**config.mk**
```make
export PLATFORM = sky130hd
export DESIGN_NAME = ifb_top
export DESIGN_NICKNAME = d
export VERILOG_FILES = /design/src/ifb_pkg.sv /design/src/ifb_top.sv
export SDC_FILE = /design/constraint.sdc
export NUM_CORES = 1
export LEC_CHECK = 0
export BUFFER_PORTS_ARGS = -buffer_cell sky130_fd_sc_hd__buf_2
export CAP_MARGIN = 40
export CORE_MARGIN = 10
export CORE_UTILIZATION = 35
export DETAILED_ROUTE_END_ITERATION = 12
export SLEW_MARGIN = 10
export SYNTH_ARGS = -nofsm -noshare
export SYNTH_HDL_FRONTEND = slang
export SYNTH_SLANG_ARGS = --single-unit
export TNS_END_PERCENT = 20
```
**constraint.sdc**
```tcl
create_clock -name sys_clk -period 4.6 [get_ports sys_clk]
set_clock_uncertainty 0.2 [all_clocks]
set_input_delay 0.23 -clock sys_clk [delete_from_list [all_inputs] [get_ports sys_clk]]
set_output_delay 0.23 -clock sys_clk [all_outputs]
set_load 0.02 [all_outputs]
```
**src/ifb_pkg.sv**
```systemverilog
// Constants, types and capacity lookup for the image frame buffer.
// Functional notes
// - Buffered images go out only while continuous acquisition is off.
// - With the source select at 1, one-shot or multi-shot sends buffered data.
// - Multi-shot sends as many buffered images as the shot count gives, fewer if the buffer empties first.
// - One-shot resends the last sent image from the retransmit store.
// - With the source select at 0, one-shot acts as single-frame and multi-shot as multi-frame capture.
// - While the buffer is on, every captured image enters the ring buffer, except in a cycle that empties it.
// - A capture into a full ring buffer overwrites the oldest image.
// - Every transmitted image is copied into the retransmit store.
// - One-shot still sends the retransmit store when it holds nothing valid.
// - Writing 1 to the buffer-on bit empties the ring buffer.
// - A new image configuration empties the buffer and renews the capacity.
// - Control bit 31 turns the ring buffer off (0) or on (1).
// - Control bit 30 picks live (0) or buffered (1) data, kept while streaming.
// - Bits 12 to 23 read back the nonzero buffer capacity.
// - Bits 0 to 11 read back how many images are stored.
package ifb_pkg;
  localparam int ADDR_W = 12;
  localparam int DATA_W = 32;
  localparam int IMG_W = 16;
  localparam int CFG_W = 16;
  localparam int CNT_W = 12;
  localparam int DEPTH = 8;
  localparam int PTR_W = 3;
  localparam logic [ADDR_W-1:0] REG_CTRL = 12'h634;
  localparam int BIT_BUF_ON = 31;
  localparam int BIT_SEL = 30;
  localparam int RSV_W = 6;
  localparam logic [RSV_W-1:0] RSV_ZERO = 6'h00;
  localparam int CAP_LSB = 12;
  localparam int CAP_MSB = 23;
  localparam int CNT_LSB = 0;
  localparam int CNT_MSB = 11;
  localparam int COLOR_LSB = 0;
  localparam int COLOR_MSB = 1;
  localparam logic [CNT_W-1:0] CNT_ZERO = 12'h000;
  localparam logic [CNT_W-1:0] CNT_ONE = 12'h001;
  localparam logic [CNT_W-1:0] CAP_RST = 12'h008;
  localparam logic [CNT_W-1:0] CAP_C0 = 12'h008;
  localparam logic [CNT_W-1:0] CAP_C1 = 12'h004;
  localparam logic [CNT_W-1:0] CAP_C2 = 12'h002;
  localparam logic [CNT_W-1:0] CAP_C3 = 12'h001;
  localparam logic [CFG_W-1:0] CFG_RST = 16'h0000;
  localparam logic [IMG_W-1:0] IMG_RST = 16'h0000;

  typedef enum logic [1:0] {
    ST_IDLE,
    ST_LIVE,
    ST_ONE,
    ST_BUFM
  } ifb_state_t;

  function automatic logic [CNT_W-1:0] cap_lookup(
    input logic [COLOR_MSB:COLOR_LSB] color
  );
    case (color)
      2'h0: cap_lookup = CAP_C0;
      2'h1: cap_lookup = CAP_C1;
      2'h2: cap_lookup = CAP_C2;
      default: cap_lookup = CAP_C3;
    endcase
  endfunction : cap_lookup
endpackage : ifb_pkg

```
**src/ifb_top.sv**
```systemverilog
// Frame buffer control with ring buffer and retransmit store.
module ifb_top (
  input wire logic sys_clk,
  input wire logic sys_rst,
  input wire logic [ifb_pkg::ADDR_W-1:0] reg_addr,
  input wire logic [ifb_pkg::DATA_W-1:0] reg_wdata,
  input wire logic reg_wr,
  input wire logic reg_rd,
  output logic [ifb_pkg::DATA_W-1:0] reg_rdata,
  input wire logic [ifb_pkg::CFG_W-1:0] img_cfg,
  input wire logic cap_valid,
  input wire logic [ifb_pkg::IMG_W-1:0] cap_data,
  input wire logic acq_continuous,
  input wire logic stream_en,
  input wire logic one_shot,
  input wire logic multi_shot,
  input wire logic [ifb_pkg::CNT_W-1:0] shot_count,
  output logic tx_valid,
  output logic [ifb_pkg::IMG_W-1:0] tx_data,
  output logic tx_buffered
);
  localparam int PW = ifb_pkg::PTR_W;
  localparam int CW = ifb_pkg::CNT_W;

  ifb_pkg::ifb_state_t st_q, st_d;
  logic buf_on_q, sel_q;
  logic [CW-1:0] cap_q, cnt_q, cnt_d, remain_q, remain_d;
  logic [PW-1:0] wr_q, rd_q, wr_d, rd_d;
  logic [ifb_pkg::CFG_W-1:0] cfg_q;
  logic [ifb_pkg::IMG_W-1:0] mem_q [ifb_pkg::DEPTH];
  logic [ifb_pkg::IMG_W-1:0] retx_q, tx_data_d;
  logic [ifb_pkg::DATA_W-1:0] reg_rdata_d;

  function automatic logic [PW-1:0] ptr_inc(
    input logic [PW-1:0] p,
    input logic [PW-1:0] last
  );
    ptr_inc = (p == last) ? '0 : p + 3'h1;
  endfunction : ptr_inc

  // Register decode
  wire hit = (reg_addr == ifb_pkg::REG_CTRL);
  wire wr_ctrl = reg_wr && hit;
  wire cfg_chg = (img_cfg != cfg_q);
  wire init_wr = wr_ctrl && reg_wdata[ifb_pkg::BIT_BUF_ON];
  wire buf_init = cfg_chg || init_wr;
  wire [CW-1:0] cap_new =
    ifb_pkg::cap_lookup(img_cfg[ifb_pkg::COLOR_MSB:ifb_pkg::COLOR_LSB]);
  wire [ifb_pkg::DATA_W-1:0] ctrl_word =
    {buf_on_q, sel_q, ifb_pkg::RSV_ZERO, cap_q, cnt_q};
  assign reg_rdata_d = (reg_rd && hit) ? ctrl_word : '0;

  // Source and request decode
  wire src_buf = sel_q && !acq_continuous;
  wire idle = (st_q == ifb_pkg::ST_IDLE);
  wire req_ok = idle && !acq_continuous;
  wire start_one = req_ok && one_shot;
  wire start_multi = req_ok && !one_shot && multi_shot &&
    (shot_count != ifb_pkg::CNT_ZERO);
  wire full = (cnt_q == cap_q);
  wire empty = (cnt_q == ifb_pkg::CNT_ZERO);
  wire push = cap_valid && buf_on_q;
  wire send_live = cap_valid &&
    ((idle && acq_continuous) || st_q == ifb_pkg::ST_LIVE);
  wire send_one = (st_q == ifb_pkg::ST_ONE) && !acq_continuous;
  wire send_buf = (st_q == ifb_pkg::ST_BUFM) && !empty &&
    !acq_continuous;
  wire pop = send_buf;
  wire tx_valid_d = send_live || send_one || send_buf;
  wire tx_buf_d = send_one || send_buf;
  wire last_shot = (remain_q == ifb_pkg::CNT_ONE);
  wire [PW-1:0] cap_last = PW'(cap_q - ifb_pkg::CNT_ONE);
  assign tx_data_d = send_buf ? mem_q[rd_q] :
    (send_one ? retx_q : cap_data);

  // Transmit sequencing
  always_comb begin
    st_d = st_q;
    remain_d = remain_q;
    case (st_q)
      ifb_pkg::ST_IDLE: begin
        if (start_one) begin
          st_d = src_buf ? ifb_pkg::ST_ONE : ifb_pkg::ST_LIVE;
          remain_d = ifb_pkg::CNT_ONE;
        end else if (start_multi) begin
          st_d = src_buf ? ifb_pkg::ST_BUFM : ifb_pkg::ST_LIVE;
          remain_d = shot_count;
        end
      end
      ifb_pkg::ST_LIVE: begin
        if (cap_valid) begin
          remain_d = remain_q - ifb_pkg::CNT_ONE;
          if (last_shot) begin
            st_d = ifb_pkg::ST_IDLE;
          end
        end
      end
      ifb_pkg::ST_ONE: begin
        st_d = ifb_pkg::ST_IDLE;
      end
      ifb_pkg::ST_BUFM: begin
        if (empty || buf_init || acq_continuous) begin
          st_d = ifb_pkg::ST_IDLE;
        end else begin
          remain_d = remain_q - ifb_pkg::CNT_ONE;
          if (last_shot) begin
            st_d = ifb_pkg::ST_IDLE;
          end
        end
      end
      default: begin
        st_d = ifb_pkg::ST_IDLE;
      end
    endcase
  end

  // Ring pointers and fill count
  always_comb begin
    wr_d = wr_q;
    rd_d = rd_q;
    cnt_d = cnt_q;
    if (buf_init) begin
      wr_d = '0;
      rd_d = '0;
      cnt_d = ifb_pkg::CNT_ZERO;
    end else begin
      if (push) begin
        wr_d = ptr_inc(wr_q, cap_last);
      end
      if (pop || (push && full)) begin
        rd_d = ptr_inc(rd_q, cap_last);
      end
      if (push && !pop && !full) begin
        cnt_d = cnt_q + ifb_pkg::CNT_ONE;
      end else if (pop && !push) begin
        cnt_d = cnt_q - ifb_pkg::CNT_ONE;
      end
    end
  end

  always_ff @(posedge sys_clk) begin
    if (sys_rst) begin
      st_q <= ifb_pkg::ST_IDLE;
      remain_q <= ifb_pkg::CNT_ZERO;
      wr_q <= '0;
      rd_q <= '0;
      cnt_q <= ifb_pkg::CNT_ZERO;
    end else begin
      st_q <= st_d;
      remain_q <= remain_d;
      wr_q <= wr_d;
      rd_q <= rd_d;
      cnt_q <= cnt_d;
    end
  end

  always_ff @(posedge sys_clk) begin
    if (sys_rst) begin
      cfg_q <= ifb_pkg::CFG_RST;
      cap_q <= ifb_pkg::CAP_RST;
    end else if (cfg_chg) begin
      cfg_q <= img_cfg;
      cap_q <= cap_new;
    end
  end

  // Control bits
  always_ff @(posedge sys_clk) begin
    if (sys_rst) begin
      buf_on_q <= 1'b0;
      sel_q <= 1'b0;
    end else if (wr_ctrl) begin
      buf_on_q <= reg_wdata[ifb_pkg::BIT_BUF_ON];
      if (!stream_en) begin
        sel_q <= reg_wdata[ifb_pkg::BIT_SEL];
      end
    end
  end

  // Image storage
  always_ff @(posedge sys_clk) begin
    if (push && !buf_init) begin
      mem_q[wr_q] <= cap_data;
    end
  end

  always_ff @(posedge sys_clk) begin
    if (sys_rst) begin
      retx_q <= ifb_pkg::IMG_RST;
      tx_valid <= 1'b0;
      tx_buffered <= 1'b0;
      tx_data <= ifb_pkg::IMG_RST;
      reg_rdata <= '0;
    end else begin
      if (tx_valid_d) begin
        retx_q <= tx_data_d;
      end
      tx_valid <= tx_valid_d;
      tx_buffered <= tx_buf_d;
      tx_data <= tx_data_d;
      reg_rdata <= reg_rdata_d;
    end
  end

  // Last image on the output
  logic [ifb_pkg::IMG_W-1:0] last_out_q;
  always_ff @(posedge sys_clk) begin
    if (sys_rst) begin
      last_out_q <= ifb_pkg::IMG_RST;
    end else if (tx_valid) begin
      last_out_q <= tx_data;
    end
  end
endmodule : ifb_top

```
* Word-level counts from Yosys, hierarchy flattened *
Memories as Yosys holds them, arrays and structs flattened. A register that Yosys moved wholly into a read port is not among the register bits.
Index checks and enable logic that the tools add are counted.

word-level totals
  register bits = 120
  memory bits (writable) = 128
  input port bits = 97
  output and inout bits = 50
  memories kept = 1

operators by class
  $add $sub $neg = 6
  equality and inequality tests = 14
  mux-type cells = 24
  bitwise logic cells = 2
  reduce and logical (&&, ||, !) cells = 46

memory list
  name   words  bits a word  read ports  clocked after memory_dff  write ports  RTL line       text
  mem_q  8      16           1           1                         1            ifb_top.sv:30  logic [ifb_pkg::IMG_W-1:0] mem_q [ifb_pkg::DEPTH];

operators with widths
  operator                                                               number
  12-bit two-way mux                                                     6
  12-bit case mux with 3 select lines                                    1
  16-bit two-way mux                                                     2
  12-bit by 1-bit subtractor with 12-bit output (second input constant)  2
  1-bit logical AND                                                      20
  16-bit != test                                                         1
  2-bit two-way mux                                                      7
  12-bit by 1-bit adder with 12-bit output (second input constant)       1
  12-bit by 1-bit == test with 1-bit output (second input constant)      1
  12-bit by 11-bit == test with 1-bit output (second input constant)     1
  12-bit by 4-bit == test with 1-bit output                              1
  12-bit zero test                                                       1
  3-bit two-way mux                                                      4
  4-bit case mux with 3 select lines                                     1
  12-bit nonzero test                                                    1
  1-bit logical OR                                                       8
  2-bit case mux with 4 select lines                                     1
  1-bit zero test                                                        7
  3-bit by 1-bit adder with 3-bit output (second input constant)         2
  2-bit == test (second input constant)                                  3
  3-bit == test                                                          2
  2-bit by 1-bit == test with 1-bit output (second input constant)       2
  2-bit zero test                                                        2
  2-bit != test (second input constant)                                  2
  other kinds (9)                                                        13

* Longest topological paths before layout *
Gate-level depths: netlist of run 1.

  word-level depth = 8
  depth in mapped cells = 15
  mapped depth without buffers = 13

* Worst setup path after synthesis of run 1 *
Ideal clock, no wire load.

  kind = register -> register
  start point = register cnt_q[0]
  end point = register cnt_q[10]
  setup time = 126 ps
  arrival time = 3272 ps
  data required time = 4274 ps
  setup slack = 1001 ps
  cell stages (with the launch flop) = 15
  path buffers = 2
  period minus slack after synthesis = 3599 ps
  cells stage by stage = dfxtp_1 -> buf_6 -> nor4_2 -> a311oi_2 -> and2_4 -> or3_4 -> buf_6 -> ha_1 -> nor2b_1 -> o21ai_0 -> a21oi_1 -> o41a_1 -> and4_1 -> o41ai_1 -> a21oi_1

on the way
  longest elaborated chain between the ends = 8
  elaborated cells on any way between the ends = 15
  those cells by class = add/sub (2); eq/ne (1); mux (2); reduce/logical (10)

RTL lines
  item                                                                                   RTL line        text
  start, declared                                                                        ifb_top.sv:27   logic [CW-1:0] cap_q, cnt_q, cnt_d, remain_q, remain_d;
  start signal, assigned                                                                 ifb_top.sv:147  cnt_q <= ifb_pkg::CNT_ZERO;
  start signal, assigned                                                                 ifb_top.sv:153  cnt_q <= cnt_d;
  branches (longest 8 deep; another with 12-bit by 1-bit subtractor with 12-bit output)  --

Several ways; the timed one is not identified. The select of a mux whose other input is x is not followed.
A chain may end at the register's enable or synchronous reset.

* Worst setup path in the final report of run 1 *
  start point = register cnt_q[11]
  end point = register cnt_q[10]

on the way
  longest elaborated chain between the ends = 8
  elaborated cells on any way between the ends = 12
  those cells by class = eq/ne (1); mux (1); reduce/logical (10)

RTL lines
  item                                                      RTL line        text
  12-bit zero test                                          ifb_top.sv:61   wire empty = (cnt_q == ifb_pkg::CNT_ZERO);
  1-bit zero test                                           ifb_top.sv:66   wire send_buf = (st_q == ifb_pkg::ST_BUFM) && !empty &&
  1-bit logical AND (2 in series)                           ifb_top.sv:66
  1-bit zero test                                           ifb_top.sv:133  if (push && !pop && !full) begin
  1-bit logical AND (2 in series)                           ifb_top.sv:133
  12-bit two-way mux or 2-bit nonzero test (tied branches)  --

Several ways; a longest one is shown, not always the timed one.

==> flow_metrics.py, run 1 <==
metrics = {
    "timing": {
        "slew_viol_final": 0,
        "max_freq_mhz": 249,
        "period_share": 0.874,
        "tightest_slew_ps": 833,
        "worst_slack_ps": 581,
        "min_period_ps": 4020,
        "finalSetupViolCount": 0,
        "tns_ps": 0,
        "slew-limit-headroom": 0.443,
        "hold_viol": 0,
        "hold_slack_ps": 32.3,
        "rsz0062_at_grt": "no",
    },
    "floorplanning": {
        "boundaryPins": 147,
        "die_w_um": 190,
        "start_util": 0.353,
        "fp.dieH_um": 190,
        "core_um2": 28600,
        "core.rowCount": 62,
        "die_area_um2": 36100,
    },
    "clock_tree": {
        "cts_sinks": 237,
        "ctsHoldBuffers": 54,
        "cts_tree": "built",
        "clk_pin_slew_ps": 60,
        "cts_buffers": 26,
        "clkLatencyLatePin_ps": 530,
        "root_buffer": "clkbuf_16",
        "cts_setup_buffers": 0,
        "htreeDepth": 1,
        "cts_resized": 0,
        "clk_path_buf_depth": 3,
    },
    "detailed_routing": {
        "drt_pass1_iterations": 5,
        "routed_wirelength_um": 24400,
        "vias_per_cell": 4.94,
        "first_iter_violations": 576,
        "vias": 6818,
        "ant_nets": 0,
        "wl_per_cell_um": 17.7,
        "drc_errors": 0,
    },
    "worst_setup_path": {
        "worstPathRequired_ps": 4780,
        "crit_type": "flop to flop",
        "startpoint_type": "flop",
        "cp.arrival_ps": 4200,
        "path_max_fanout": 17,
        "reg2reg_depth": 12,
        "setup.worst_path.end_class": "flop",
    },
    "synthesis": {
        "syn_area_um2": 10100,
        "syn_avg_cell_area_um2": 12.5,
        "yosysTopAreaCell": "edfxtp_1",
        "synth.distinct_cells": 62,
        "synth_cells": 807,
        "synth_top_area_frac": 0.381,
        "yosysWarnings": 0,
        "yosysSeqAreaShare": 0.597,
        "synth-seq-cells": 237,
        "synthFlopType": "edfxtp_1",
        "synthArstFlopShare": 0,
        "synth_edf_count": 128,
        "ys_top_cells_by_area": "edfxtp_1 (38%), dfxtp_1 (22%), mux4_2 (7.1%)",
    },
    "power": {
        "combPwrFrac": 0.065,
        "seqPwrFrac": 0.498,
        "power_density_nw_per_um2": 370,
        "p_sw_frac": 0.224,
        "vdd_drop_max_v": 0.000295,
        "power_mw": 4.59,
        "leakagePower_nw": 4.63,
        "p_clk_frac": 0.437,
        "power.internal_mw": 3.56,
        "switchingPower_mw": 1.03,
    },
    "placement": {
        "routabilityCongestion": 0.812,
        "place_ws_ps": 599,
        "postPlaceCellArea_um2": 11000,
        "numPortBuffers": 102,
        "hpwl_um": 15400,
        "dp.cells": 1277,
    },
    "worst_hold_path": {
        "hold_depth": 4,
        "min_path_type": "primary input to flop",
    },
    "grt": {
        "grt_pass1_vias": 6812,
        "grt_pass1_wl_um": 38800,
        "grt.total_usage": 0.133,
        "grt_max_degree": 49,
        "globalRoute.totalOverflow": 0,
        "antenna_found_initial": 0,
    },
    "finish": {
        "instances_no_fill": 1379,
        "final_common_cell": "edfxtp_1",
        "post-route-cell-area_um2": 12400,
        "nFillCells": 2583,
        "antenna_cells": 0,
        "nNetsFinal": 1088,
        "syn_to_final_growth_pct": 22.9,
        "fin_util": 0.434,
        "drive_gt1_frac": 0.221,
        "final_cell_mix": "edfxtp_1 (128), dfxtp_1 (107), buf_2 (102)",
    },
    "outcome": {
        "status": "complete, no violations",
    },
    "run": {
        "cap_violations": 0,
    },
}
==> cell usage after synthesis, types with 2 or more instances <==
cell      count
nor4_2        4
nor4_1       13
a21oi_1      23
o21bai_1      2
a21o_1        3
nor2_1       67
mux2i_1      24
xnor2_1      19
buf_4        14
or3_1         3
o31ai_1       4
a32oi_1       2
nand3_1      16
mux4_2       32
nand2_1      66
buf_6         2
and3_1        3
and2_1       35
ha_1         15
o41ai_1       4
a31oi_1      23
nand2b_1      2
buf_2         8
a211oi_1     17
xor2_1       22
nand4_1       3
o21a_1        3
buf_1         3
edfxtp_1    128
inv_1        14
dfxtp_1     109
or4b_2        2
o21ai_0      19
or4b_1        2
a31o_2        2
nor3_1       18
clkbuf_1     21
nor2b_1      36
==> kinds of logic after synthesis <==
kind of cell	synth area share
multiplexers	0.0951
adder cells (fa/ha/maj)	0.0206
buffers and inverters	0.0327
other	0.000371
AO/OA/AOI/OAI	0.0743
flip-flops	0.597
XOR/XNOR	0.0356
AND/OR/NAND/NOR	0.145
==> flip-flops by register name, summed over array words and instances (netlist names), 2 cells and up, named ones only <==
register	flops
st_q	2
tx_data	16
cnt_q	12
wr_q	3
retx_q	16
cap_q	4
rd_q	3
cfg_q	16
remain_q	12
reg_rdata	18
mem_q	128
==> area by class of cell <==
type,instances,area [um^2],area share
clock inverters,13,105,0.00847
flip-flops and latches,237,6030,0.486
well taps,384,480,0.0387
inverters,14,52.6,0.00423
multi-input cells,520,3810,0.307
clock buffers,35,727,0.0586
repair buffers,176,1210,0.0978
==> power groups by stage <==
stage	Sequential [mW]	Clock, mW	Combinational, mW
global placement	2.33	0	0.257
detailed placement	2.33	0	0.260
CTS	2.29	2.06	0.297
finish	2.29	2.01	0.298
floorplan	2.34	0	0.163
global route	2.29	2.13	0.331
==> worst max-delay path, stage by stage (launching register included) <==
cell and delay, ps:
dfxtp_1 340, nor4_2 410, a311oi_2 260, and2_4 240, or3_4 520, ha_1 370
nor2b_1 140, o21ai_0 200, a21oi_1 130, o41a_1 380, and4_1 230, o41ai_1 340
a21oi_1 110
==> final timing paths <==
path             endpoint  slack (ps)     startpoint
max             cnt_q[10]         580      cnt_q[11]
min           remain_q[9]          30  shot_count[9]
max reg2reg     cnt_q[10]         580      cnt_q[11]
min reg2reg  remain_q[11]         280   remain_q[11]
==> metal layers <==
metal  wire (um)  vias up  global-route usage
li1            -     3285                   -
met1       11400     3301               0.180
met2       11100      208               0.214
met3        1620       24              0.0280
met4         334        0              0.0278
met5           0        -                   0
Note: power is estimated with default switching activity, not from simulation.
==> inputs of run 2 (changes only) <==
CORE_MARGIN = 1.5   (was 10)
SLEW_MARGIN = not set   (was 10)
==> run 2 against run 1 <==
Effect of this change: cell count is essentially flat; sequential cell count unchanged; maximum frequency is 2.4% lower; highest routed layer unchanged; core utilization grew 0.26 points; global-route usage is 2.5 points higher; cell area increased by 0.32%; worst hold slack improved by 8.5 ps; worst setup slack worse by 97 ps; non-clock buffer count down 1; total power rose by 1.0%; clock power up 2%; largest cell class unchanged; critical endpoint unchanged.
==> flow_metrics.py, run 2 (same netlist as run 1, synthesis figures left out) <==
metrics = {
    "power": {
        "power_mw": 4.64,
        "vdd_drop_max_v": 0.000303,
        "power_density_nw_per_um2": 372,
        "leakagePower_nw": 4.64,
    },
    "floorplanning": {
        "fp.dieH_um": 173,
        "die_area_um2": 29900,
        "start_util": 0.354,
        "boundaryPins": 147,
        "core.rowCount": 62,
        "core_um2": 28500,
        "die_w_um": 173,
    },
    "worst_setup_path": {
        "r2r_start": "cnt_q[10]",
        "critPathBufInv": 0,
        "path_max_fanout": 17,
        "regToRegSetupSlack_ps": 480,
        "slowest_stage": "or3_4",
        "setup.worst_path.end_class": "flop",
        "reg2reg_depth": 12,
        "cpLargestDelayFamily": "simple AND/OR/NAND/NOR gates",
        "worstPathRequired_ps": 4770,
        "r2r-end": "cnt_q[10]",
        "max_stage_delay_ps": 520,
        "cp.arrival_ps": 4290,
        "startpoint_type": "flop",
        "cp_common_cell": "a21oi_1",
        "path_cells": "nor4_2, a311oi_2, and2_4, or3_4, ha_1, nor2b_1, o21ai_0, a21oi_1, o41a_1, and4_1, o41ai_1, a21oi_1",
        "crit_type": "flop to flop",
    },
    "placement": {
        "numPortBuffers": 102,
        "dp.cells": 1279,
        "hpwl_um": 14700,
        "routabilityCongestion": 0.797,
    },
    "grt": {
        "grt_pass1_vias": 6727,
        "grt.total_usage": 0.157,
        "grt_pass1_wl_um": 37200,
        "grt_max_degree": 50,
        "globalRoute.totalOverflow": 0,
        "antenna_found_initial": 0,
    },
    "finish": {
        "drive_gt1_frac": 0.222,
        "multiInputGateArea_um2": 3810,
        "nFillCells": 2717,
        "instances_no_fill": 1378,
        "largest_register_ff_count": 128,
        "nNetsFinal": 1087,
        "ff_latch_area_um2": 6030,
        "final_cell_mix": "edfxtp_1 (128), dfxtp_1 (107), buf_2 (102)",
        "antenna_cells": 0,
        "reg.largest.list": "mem_q: 128 flops, reg_rdata: 18 flops",
        "syn_to_final_growth_pct": 23.3,
        "final_common_cell": "edfxtp_1",
        "top_register": "mem_q",
    },
    "timing": {
        "max_freq_mhz": 243,
        "period_share": 0.895,
        "finalSetupViolCount": 0,
        "slew-limit-headroom": 0.448,
        "tns_ps": 0,
        "tightest_slew_ps": 826,
        "rsz0062_at_grt": "no",
        "hold_viol": 0,
        "slew_viol_final": 0,
        "min_period_ps": 4120,
    },
    "clock_tree": {
        "clkLatencyLatePin_ps": 520,
        "clk_path_buf_depth": 3,
        "ctsHoldBuffers": 51,
        "htreeDepth": 1,
        "cts_setup_buffers": 0,
        "cts_tree": "built",
        "clk_pin_slew_ps": 60,
        "root_buffer": "clkbuf_16",
        "cts_sinks": 237,
        "cts_buffers": 26,
        "cts_resized": 0,
    },
    "detailed_routing": {
        "wl_per_cell_um": 17.0,
        "drt_pass1_iterations": 4,
        "vias": 6750,
        "routed_wirelength_um": 23400,
        "vias_per_cell": 4.90,
        "ant_nets": 0,
        "first_iter_violations": 447,
        "drc_errors": 0,
    },
    "worst_hold_path": {
        "holdPathEnd": "remain_q[3]",
        "min_from": "shot_count[3]",
        "hold_depth": 4,
        "min_path_type": "primary input to flop",
    },
    "run": {
        "cap_violations": 0,
    },
    "outcome": {
        "status": "complete, no violations",
    },
}
run 2: cell types whose count changed in the layout (fill, tap and decap cells not counted), moves of 2 or more:
cell / delta
dlygate4sd3_1: -3
clkbuf_8: +4
clkinv_4: -3
inv_4: -2
run 2: report_power, final:
part / internal [mW] / total (mW) / leakage [nW] / switching [mW]
logic: 0.127 / 0.293 / 2.17 / 0.167
registers: 2.26 / 2.29 / 2.04 / 0.0236
clock network: 1.23 / 2.06 / 0.426 / 0.827
run 2: stage by stage:
stage	worst slack (ps)	utilization	hold slack (ps)	instance area, um^2
5_1_grt	226	0.436	53.0	12500
2_1_floorplan	1000	-	129	10100
4_1_cts	513	0.436	14.4	12500
3_5_place_dp	521	0.388	273	11100
3_3_place_gp	608	0.386	264	11000
6_report	484	0.436	40.8	12500
run 2: worst max-delay path by stage:
stage,startpoint,end,slack [ps],cells after the start
2_1_floorplan,cnt_q[0],cnt_q[10],1000,14
3_3_place_gp,cnt_q[10],cnt_q[10],610,12
3_5_place_dp,cnt_q[10],cnt_q[10],520,12
4_1_cts,cnt_q[10],cnt_q[10],510,12
5_1_grt,cnt_q[10],cnt_q[10],230,12
6_report,cnt_q[10],cnt_q[10],480,12
run 2: routing by layer:
| layer | wire, um | track usage | vias to the layer above |
|---|---|---|---|
| met1 | 10800 | 0.218 | 3230 |
| met5 | 0 | 0 | - |
| li1 | - | - | 3270 |
| met3 | 1500 | 0.0312 | 28 |
| met2 | 10700 | 0.254 | 222 |
| met4 | 359 | 0.0388 | 0 |
run 2: worst reg2reg max path, stage by stage (launching register included):
cell and delay, ps:
dfxtp_1 340, nor4_2 430, a311oi_2 250, and2_4 240
or3_4 520, ha_1 370, nor2b_1 140, o21ai_0 190
a21oi_1 130, o41a_1 380, and4_1 220, o41ai_1 440
a21oi_1 120
run 2: area by class of cell:
class | count | area share
flip-flops and latches | 237 | 0.484
clock inverters | 10 | 0.00723
inverters | 14 | 0.00422
repair buffers | 175 | 0.0978
multi-input cells | 520 | 0.306
clock buffers | 38 | 0.0624
well taps | 384 | 0.0386
